File: src/rtl/bcf_pkg.sv
// Package with register map, field layout and types of the channel fault configuration block
package bcf_pkg;
  // Register offsets
  localparam logic [7:0] BCF_OFS_CFG3 = 8'h2c;
  localparam logic [7:0] BCF_OFS_SAFETY = 8'h2d;
  localparam logic [7:0] BCF_OFS_ACT = 8'h2e;
  localparam logic [7:0] BCF_OFS_CH3_STAT1 = 8'h30;
  // Reset values
  localparam logic [15:0] BCF_RST_CFG3 = 16'h0000;
  localparam logic [15:0] BCF_RST_SAFETY = 16'h0017;
  localparam logic [15:0] BCF_RST_ACT = 16'h0000;
  localparam logic [15:0] BCF_RST_CH3_STAT1 = 16'h0000;
  // Field positions in the third configuration word
  localparam int BCF_POS_ACT_EN = 11;
  localparam int BCF_POS_SYNC_LO = 0;
  localparam int BCF_SYNC_W = 11;
  // Field positions in the safety word (low bit of each 2-bit field)
  localparam int BCF_POS_STP_REACT = 11;
  localparam int BCF_POS_LS_REACT = 7;
  localparam int BCF_POS_HS_REACT = 5;
  localparam int BCF_POS_CRC = 0;
  localparam int BCF_CRC_W = 5;
  // Field positions in the activity result
  localparam int BCF_POS_ACT_OVF = 11;
  localparam int BCF_ACT_W = 11;
  // Field positions in the channel 3 status word
  localparam int BCF_POS_LS3_OFF = 9;
  localparam int BCF_POS_HS3_OFF = 8;
  localparam int BCF_POS_LS3_STB = 7;
  localparam int BCF_POS_HS3_STG = 6;
  localparam int BCF_POS_LS3_OFD = 5;
  localparam int BCF_POS_HS3_OFD = 4;
  localparam int BCF_POS_SPARE_CR = 3;
  localparam int BCF_POS_STP3 = 2;
  localparam int BCF_POS_AUX_CR = 1;
  localparam int BCF_POS_AUX_RO = 0;
  // Reaction encoding
  typedef enum logic [1:0] {
    BCF_REACT_FULL_OFF = 2'h0,
    BCF_REACT_BRIDGE_ONLY = 2'h1,
    BCF_REACT_FLAG_A = 2'h2,
    BCF_REACT_FLAG_B = 2'h3
  } bcf_react_mode_t;
  // One-cycle fault events of a channel
  typedef struct packed {
    logic stp_vgs;
    logic ls_stb;
    logic hs_stg;
  } bcf_fault_t;
  // Decoded reaction of one fault
  typedef struct packed {
    logic shutdown;
    logic bridge_off;
    logic warn;
  } bcf_react_t;
  // Channel 3 level status inputs
  typedef struct packed {
    logic ls_off;
    logic hs_off;
    logic ls_ofd;
    logic hs_ofd;
    logic aux_ro;
  } bcf_ch3_level_t;
  // Channel 3 event inputs, caught in clear-on-read bits
  typedef struct packed {
    logic ls_stb;
    logic hs_stg;
    logic spare;
    logic stp_vgs;
    logic aux;
  } bcf_ch3_event_t;
endpackage

File: src/rtl/bcf_regs.sv
// Channel 2 configuration, safety reaction and channel 3 fault status registers
// Functional notes
// - A fault with reaction code 00 (reset) turns off all half-bridge drivers and charge pumps and enters safe-off.
// - A fault with reaction code 01 disables only the failing half-bridge and keeps normal mode.
// - A fault with reaction code 10 or 11 only raises a warning and keeps normal mode.
// - The activity measure enable at bit 11 of the third config word resets to 0 and a written 1 enables it.
`timescale 1ns/100ps
`default_nettype none
module bcf_regs
  import bcf_pkg::*;
(
  input wire logic mclk,
  input wire logic rst_b,
  input wire logic [7:0] reg_addr,
  input wire logic [15:0] reg_wdata,
  input wire logic reg_wr,
  input wire logic reg_rd,
  output logic [15:0] reg_rdata,
  output logic reg_err,
  input wire bcf_fault_t ch2_fault,
  input wire logic fault_ack,
  input wire logic [10:0] activity_result_value,
  input wire logic activity_result_overflow,
  input wire logic activity_valid,
  input wire bcf_ch3_level_t ch3_level,
  input wire bcf_ch3_event_t ch3_event,
  output logic activity_measure_enable,
  output logic [10:0] sync_period_setting,
  output logic safe_off,
  output logic charge_pumps_off,
  output logic [2:0] half_bridge_off,
  output logic half_bridge2_off,
  output logic fault_warning
);
  logic [15:0] cfg3_r;
  logic [15:0] safety_r;
  logic [15:0] act_r;
  logic [15:0] ch3_stat_r;
  logic [15:0] ch3_stat_nxt;
  logic safe_off_r;
  logic hb2_off_r;
  logic warn_r;
  logic [15:0] rdata_nxt;

  // Address decode
  wire logic hit_cfg3 = (reg_addr == BCF_OFS_CFG3);
  wire logic hit_safety = (reg_addr == BCF_OFS_SAFETY);
  wire logic hit_act = (reg_addr == BCF_OFS_ACT);
  wire logic hit_stat = (reg_addr == BCF_OFS_CH3_STAT1);
  wire logic hit_any = hit_cfg3 || hit_safety || hit_act || hit_stat;
  wire logic wr_cfg3 = reg_wr && hit_cfg3;
  wire logic wr_safety = reg_wr && hit_safety;
  wire logic rd_stat = reg_rd && hit_stat;

  // Reaction fields of the safety word
  wire logic [1:0] stp_mode = safety_r[BCF_POS_STP_REACT +: 2];
  wire logic [1:0] ls_mode = safety_r[BCF_POS_LS_REACT +: 2];
  wire logic [1:0] hs_mode = safety_r[BCF_POS_HS_REACT +: 2];

  bcf_react_t stp_react;
  bcf_react_t ls_react;
  bcf_react_t hs_react;

  // One decoder per fault source, all on the same coding
  bcf_reaction u_stp (
    .fault(ch2_fault.stp_vgs),
    .mode(stp_mode),
    .react(stp_react)
  );
  bcf_reaction u_ls (
    .fault(ch2_fault.ls_stb),
    .mode(ls_mode),
    .react(ls_react)
  );
  bcf_reaction u_hs (
    .fault(ch2_fault.hs_stg),
    .mode(hs_mode),
    .react(hs_react)
  );

  wire logic any_shutdown = stp_react.shutdown || ls_react.shutdown || hs_react.shutdown;
  wire logic any_bridge_off = stp_react.bridge_off || ls_react.bridge_off || hs_react.bridge_off;
  wire logic any_warn = stp_react.warn || ls_react.warn || hs_react.warn;

  // Config words
  always_ff @(posedge mclk or negedge rst_b)
  begin
    if (!rst_b)
    begin
      cfg3_r <= BCF_RST_CFG3;
      safety_r <= BCF_RST_SAFETY;
    end
    else
    begin
      if (wr_cfg3)
        cfg3_r <= reg_wdata;
      if (wr_safety)
        safety_r <= reg_wdata;
    end
  end

  // Activity result, updated only while measurement runs
  always_ff @(posedge mclk or negedge rst_b)
  begin
    if (!rst_b)
      act_r <= BCF_RST_ACT;
    else if (activity_valid && cfg3_r[BCF_POS_ACT_EN])
      act_r <= {4'h0, activity_result_overflow, activity_result_value};
  end

  // Channel 3 status: level bits follow, event bits stick until read, set wins
  always_comb
  begin
    ch3_stat_nxt = ch3_stat_r;
    if (rd_stat)
    begin
      ch3_stat_nxt[BCF_POS_LS3_STB] = 1'b0;
      ch3_stat_nxt[BCF_POS_HS3_STG] = 1'b0;
      ch3_stat_nxt[BCF_POS_SPARE_CR] = 1'b0;
      ch3_stat_nxt[BCF_POS_STP3] = 1'b0;
      ch3_stat_nxt[BCF_POS_AUX_CR] = 1'b0;
    end
    ch3_stat_nxt[BCF_POS_LS3_STB] = ch3_stat_nxt[BCF_POS_LS3_STB] | ch3_event.ls_stb;
    ch3_stat_nxt[BCF_POS_HS3_STG] = ch3_stat_nxt[BCF_POS_HS3_STG] | ch3_event.hs_stg;
    ch3_stat_nxt[BCF_POS_SPARE_CR] = ch3_stat_nxt[BCF_POS_SPARE_CR] | ch3_event.spare;
    ch3_stat_nxt[BCF_POS_STP3] = ch3_stat_nxt[BCF_POS_STP3] | ch3_event.stp_vgs;
    ch3_stat_nxt[BCF_POS_AUX_CR] = ch3_stat_nxt[BCF_POS_AUX_CR] | ch3_event.aux;
    ch3_stat_nxt[BCF_POS_LS3_OFF] = ch3_level.ls_off;
    ch3_stat_nxt[BCF_POS_HS3_OFF] = ch3_level.hs_off;
    ch3_stat_nxt[BCF_POS_LS3_OFD] = ch3_level.ls_ofd;
    ch3_stat_nxt[BCF_POS_HS3_OFD] = ch3_level.hs_ofd;
    ch3_stat_nxt[BCF_POS_AUX_RO] = ch3_level.aux_ro;
    ch3_stat_nxt[15:10] = 6'h00;
  end

  always_ff @(posedge mclk or negedge rst_b)
  begin
    if (!rst_b)
      ch3_stat_r <= BCF_RST_CH3_STAT1;
    else
      ch3_stat_r <= ch3_stat_nxt;
  end

  // Fault reaction state: safe-off holds until reset, others until acknowledged
  always_ff @(posedge mclk or negedge rst_b)
  begin
    if (!rst_b)
    begin
      safe_off_r <= 1'b0;
      hb2_off_r <= 1'b0;
      warn_r <= 1'b0;
    end
    else
    begin
      if (any_shutdown)
        safe_off_r <= 1'b1;
      hb2_off_r <= any_bridge_off || (hb2_off_r && !fault_ack);
      warn_r <= any_warn || (warn_r && !fault_ack);
    end
  end

  // Read data mux, registered
  assign rdata_nxt = hit_cfg3 ? cfg3_r :
                     hit_safety ? safety_r :
                     hit_act ? act_r :
                     hit_stat ? ch3_stat_r : 16'h0000;

  always_ff @(posedge mclk or negedge rst_b)
  begin
    if (!rst_b)
    begin
      reg_rdata <= 16'h0000;
      reg_err <= 1'b0;
    end
    else if (reg_rd || reg_wr)
    begin
      reg_rdata <= reg_rd ? rdata_nxt : 16'h0000;
      reg_err <= !hit_any || (reg_wr && (hit_act || hit_stat));
    end
  end

  // Outputs
  assign activity_measure_enable = cfg3_r[BCF_POS_ACT_EN];
  assign sync_period_setting = cfg3_r[BCF_POS_SYNC_LO +: BCF_SYNC_W];
  assign safe_off = safe_off_r;
  assign charge_pumps_off = safe_off_r;
  assign half_bridge_off = {3{safe_off_r}};
  assign half_bridge2_off = safe_off_r || hb2_off_r;
  assign fault_warning = warn_r;
endmodule
`default_nettype wire

File: src/rtl/bcf_reaction.sv
// Reaction decoder for one fault event of a half-bridge channel
`timescale 1ns/100ps
`default_nettype none
module bcf_reaction
  import bcf_pkg::*;
(
  input wire logic fault,
  input wire logic [1:0] mode,
  output bcf_react_t react
);
  // Select the reaction from the configured mode
  wire logic is_full = (mode == BCF_REACT_FULL_OFF);
  wire logic is_bridge = (mode == BCF_REACT_BRIDGE_ONLY);
  wire logic is_flag = (mode == BCF_REACT_FLAG_A) || (mode == BCF_REACT_FLAG_B);
  assign react.shutdown = fault && is_full;
  assign react.bridge_off = fault && is_bridge;
  assign react.warn = fault && is_flag;
endmodule
`default_nettype wire

File: config.mk
export PLATFORM = sky130hd
export DESIGN_NAME = bcf_regs
export DESIGN_NICKNAME = d
export VERILOG_FILES = /design/src/rtl/bcf_pkg.sv /design/src/rtl/bcf_regs.sv /design/src/rtl/bcf_reaction.sv
export SDC_FILE = /design/constraint.sdc
export NUM_CORES = 1
export LEC_CHECK = 0
export BUFFER_PORTS_ARGS = -buffer_cell sky130_fd_sc_hd__buf_2
export CAP_MARGIN = 20
export CORE_UTILIZATION = 43
export DETAILED_ROUTE_END_ITERATION = 10
export PLACE_DENSITY = 0.72
export SYNTH_ARGS = -nofsm -noshare
export SYNTH_HDL_FRONTEND = slang
export SYNTH_SLANG_ARGS = --single-unit
File: constraint.sdc
create_clock -name mclk -period 3 [get_ports mclk]
set_input_delay 0.6 -clock mclk [delete_from_list [all_inputs] [get_ports mclk]]
set_output_delay 0.6 -clock mclk [all_outputs]
set_load 0.05 [all_outputs]
After elaboration in Yosys (flattened, before gate mapping):

Cells that the tools add are included.

* bits in registers: 74
* output and inout bits: 36
* logic and storage cells: 73

* equality and inequality tests: 13
* multiplexer cells: 7
* bitwise gates (word level): 5
* reductions and logical operators: 39

Operators by type and width (count)
* $mux 16: 3
* $eq 8x6->1 const B: 4
* $logic_or 1x1->1: 18
* $logic_and 1x1->1: 16
* $eq 2x2->1 const B: 6
* $mux 12: 1
* $mux 10: 1
* $eq 2x1->1 const B: 3
* $logic_not 2->1: 3
* $or 1x1->1: 5
* $mux 3: 1
* $logic_not 1->1: 2
* $mux 2: 1

Depth between registers and ports, before layout:

* word-level depth: 6
* mapped depth: 6
* mapped depth without buffers: 4

Cells and area by module:

From an unflattened synthesis, not the netlist that was laid out.

* cells, all modules: 277
* area, all modules: 3469.6 sq um

Modules (own cells, without submodules)
* bcf_regs: times used 1, cells an instance 268, area each 3383.2 sq um, sequential area each 1856.8 sq um
* bcf_reaction: times used 3, cells an instance 3, area each 28.8 sq um, sequential area each 0.0 sq um

Worst setup path before layout:

No wires, ideal clock.

* path type: input to register
* from: input reg_addr[4]
* to: register safety_r[10]
* setup time: 0.127 ns
* arrival time: 1.784 ns
* path slack: 1.088 ns
* stages on the path: 6
* cell sequence: nand4b_4 -> nor3_4 -> and4_1 -> buf_4 -> buf_6 -> mux2_1

* word-level cells in the longest chain between the ends: 2

RTL lines
* start: declaration: RTL line bcf_regs.sv:14 `input wire logic [7:0] reg_addr,`
* $eq 8x6->1: RTL line bcf_regs.sv:47 `wire logic hit_safety = (reg_addr == BCF_OFS_SAFETY);`
* $logic_and 1x1->1: RTL line bcf_regs.sv:52 `wire logic wr_safety = reg_wr && hit_safety;`
* end signal: assignment: RTL line bcf_regs.sv:98 `safety_r <= reg_wdata;`
* end: declaration: RTL line bcf_regs.sv:36 `logic [15:0] safety_r;`

Every way passes these cells.
A chain may end at the register's enable or synchronous reset.

Final worst setup path:

* from: input reg_addr[0]
* to: register reg_rdata[4]

* word-level cells in the longest chain between the ends: 6
* elaborated cells between the ends (all ways): 9
* classes of those cells: 4 x eq/ne; 5 x mux

RTL lines
* $eq 8x6->1: RTL line bcf_regs.sv:49 `wire logic hit_stat = (reg_addr == BCF_OFS_CH3_STAT1);`
* $mux 10: RTL line bcf_regs.sv:166 `hit_stat ? ch3_stat_r : 16'h0000;`
* $mux 12: RTL line bcf_regs.sv:165 `hit_act ? act_r :`
* $mux 16: RTL line bcf_regs.sv:164 `hit_safety ? safety_r :`
* $mux 16 *: RTL line bcf_regs.sv:163 `assign rdata_nxt = hit_cfg3 ? cfg3_r :`
* $mux 16 *: RTL line bcf_regs.sv:177 `reg_rdata <= reg_rd ? rdata_nxt : 16'h0000;`
* end signal: assignment: RTL line bcf_regs.sv:177
* end: declaration: RTL line bcf_regs.sv:18 `output logic [15:0] reg_rdata,`

Mark *: on every way between the ends. The rest lies on a longest branch, timed or not.

==> impl_metrics.env <==
export IMPL_grt_pass1_vias=2396
export IMPL_cts_buffer_depth=2
export IMPL_ant_nets=0
export IMPL_cts_resized=0
export IMPL_clk_pin_slew_ns=0.08
export IMPL_finalSetupViolCount=0
export IMPL_synth_warning_count=0
export IMPL_cts_hold_buffers=0
export IMPL_finalMaxSlewViolations=0
export IMPL_holdWs_ns=0.1569
export IMPL_cts_htree_levels=3
export IMPL_cts_root_buf="clkbuf_8"
export IMPL_hp_class="in2async"
export IMPL_cts_sinks=74
export IMPL_required_ns=3.30
export IMPL_ys_flop_type="dfrtp_1"
export IMPL_via_count=2441
export IMPL_cts_tree="built"
export IMPL_place_congestion=0.8197
export IMPL_drt_iter0_drc=144
export IMPL_grt_max_degree=32
export IMPL_startpoint_type="input port"
export IMPL_avgSynthCellArea_um2=12.49
export IMPL_finalCritPeriodShare_pct=64.12
export IMPL_netlist_top_cells_area="dfrtp_1 (51%), mux2_2 (11%), mux2_1 (6.5%)"
export IMPL_clock_latency_ns=0.35
export IMPL_nets=408
export IMPL_wl_um=7759
export IMPL_die_area_um2=8411
export IMPL_drive_gt1_share_pct=42.18
export IMPL_yosysMostFrequentCell="dfrtp_1"
export IMPL_hold_viol_final=0
export IMPL_status="finished, final reports clean"
export IMPL_synth_seq_cells=74
export IMPL_yosysTopAreaCell="dfrtp_1"
export IMPL_ys_seq_area_share_pct=53.65
export IMPL_grtUsageTotal_pct=19.55
export IMPL_remaining_drc_errors=0
export IMPL_vias_per_cell=5.307
export IMPL_critPathCaptureType="flip-flop"
export IMPL_initial_core_util_pct=44.56
export IMPL_io_buffers=90
export IMPL_worst_setup_path_type="in2reg"
export IMPL_place_hpwl_um=5726
export IMPL_leakage_uw=0.002035
export IMPL_synth_edf_count=0
export IMPL_post_route_min_period_ns=1.924
export IMPL_core_um2=7767
export IMPL_ioPinCount=91
export IMPL_rsz0062_at_grt="false"
export IMPL_fp_dieW_um=91.71
export IMPL_worstPathArrival_ns=2.22
export IMPL_synth_cell_types=34
export IMPL_drt_first_pass_iters=4
export IMPL_grt_antenna_before_repair=0
export IMPL_syn_to_final_growth_pct=17.61
export IMPL_synth_fp_nets=332
export IMPL_n_antenna_cell=0
export IMPL_synth_top_area_share_pct=50.61
export IMPL_relSlewSlack_pct=57.56
export IMPL_powerDensity_nw_per_um2=532.8
export IMPL_tightest_slew_ns=0.6366
export IMPL_synth_common_cells="dfrtp_1 (70), mux2_2 (34), o21ai_0 (25), a22o_1 (20), mux2_1 (20)"
export IMPL_async_reset_ff_share_pct=100.0
export IMPL_routedWlPerCell_um=16.87
export IMPL_cts_buffers=9
export IMPL_fin_setup_tns_ns=0
export IMPL_max_vdd_ir_drop_mv=0.2229
export IMPL_cap_violations=0
export IMPL_path_max_fanout=31
export IMPL_synth_cells=277
export IMPL_max_freq_mhz=519.9
export IMPL_netlist_area_um2=3461
export IMPL_die_h_um=91.71
export IMPL_cts_post_setup_buffers_inserted=0
export IMPL_rows=32
export IMPL_grt_first_pass_wirelength_um=12200
export IMPL_skew_ns=0.006623
export IMPL_gr_total_overflow=0
-- cell usage in the layout (no fill, tap or decap), drive strengths merged, types with 6 or more instances in the layout --
master  Yosys  final
dfrtp      70     70
a22o       20     20
buf        25     96
mux2       54     54
nand2       9      9
o22ai      12     12
o21ai      25     25
inv        16     16
mux2i       6      6
clkbuf      6     14
-- power by group --
group | total (uW) | internal, uW | switching (uW)
clock | 777 | 430 | 348
sequential | 1120 | 1070 | 46.8
combinational | 271 | 116 | 156
total | 2170 | 1620 | 550
-- through the flow --
stage	area, um2	std cells	power (uW)	utilization (%)	setup slack (ns)
floorplan	3461	277	1299	-	1.088
global placement	3872	444	1400	49.86	0.7785
detailed placement	3872	444	1411	49.86	0.7406
CTS	4070	460	2189	52.40	1.108
global route	4070	460	2247	52.40	0.9738
finish	4070	460	2169	52.40	1.076
-- sequential cells by signal, indices dropped and copies added, names as in the netlist --
name and cells:
reg_err 1, reg_rdata 16, fault_warning 1, charge_pumps_off 1, cfg3_r 16, hb2_off_r 1
safety_r 16, ch3_stat_r 10, act_r 12
-- cell type report --
| type | instances | area, um2 |
|---|---|---|
| fillers | 714 | 3697 |
| flip-flops and latches | 74 | 1857 |
| multi-input cells | 156 | 1333 |
| repair buffers | 96 | 495.5 |
| clock buffers | 14 | 162.7 |
| well taps | 102 | 127.6 |
| inverters | 16 | 60.06 |
| clock inverters | 2 | 35.03 |
-- routing by layer --
| metal | part of all wire, % | wire [um] | GRT usage [%] | vias to the layer above |
|---|---|---|---|---|
| met2 | 48 | 3744 | 31.08 | 63 |
| met3 | 5.2 | 405 | 3.814 | 13 |
| met5 | 0 | 0 | 0 | - |
| li1 | - | - | - | 1147 |
| met4 | 2.4 | 186 | 10.94 | 0 |
| met1 | 44 | 3422 | 25.15 | 1218 |
-- worst max-delay path, cell delays in order --
cell,delay (ns)
buf_2,0.50
nand2b_1,0.51
o22ai_1,0.20
o21ai_0,0.25
a22o_1,0.16
-- cells by family after synthesis --
kind of cell / count (synthesis) / synth area share, %
flops: 74 / 53.65
compound gates: 69 / 13.92
mux: 60 / 19.31
buf+inv: 47 / 7.845
simple gates: 27 / 5.278
-- path summary, 6_finish.rpt --
kind / end / slack [ns] / cells after the start / startpoint
worst max register to register: act_r[7] / 1.64 / 2 / cfg3_r[11]
worst max-delay path: reg_rdata[4] / 1.08 / 5 / reg_addr[0]
worst min register to register: reg_rdata[13] / 0.48 / 2 / reg_rdata[13]
max in group asynchronous: safety_r[2] / 2.08 / 2 / rst_b
min in group mclk: ch3_stat_r[4] / 0.35 / 1 / ch3_level[1]
worst min-delay path: ch3_stat_r[4] / 0.16 / 1 / rst_b
(Power assumes the default switching activity.)
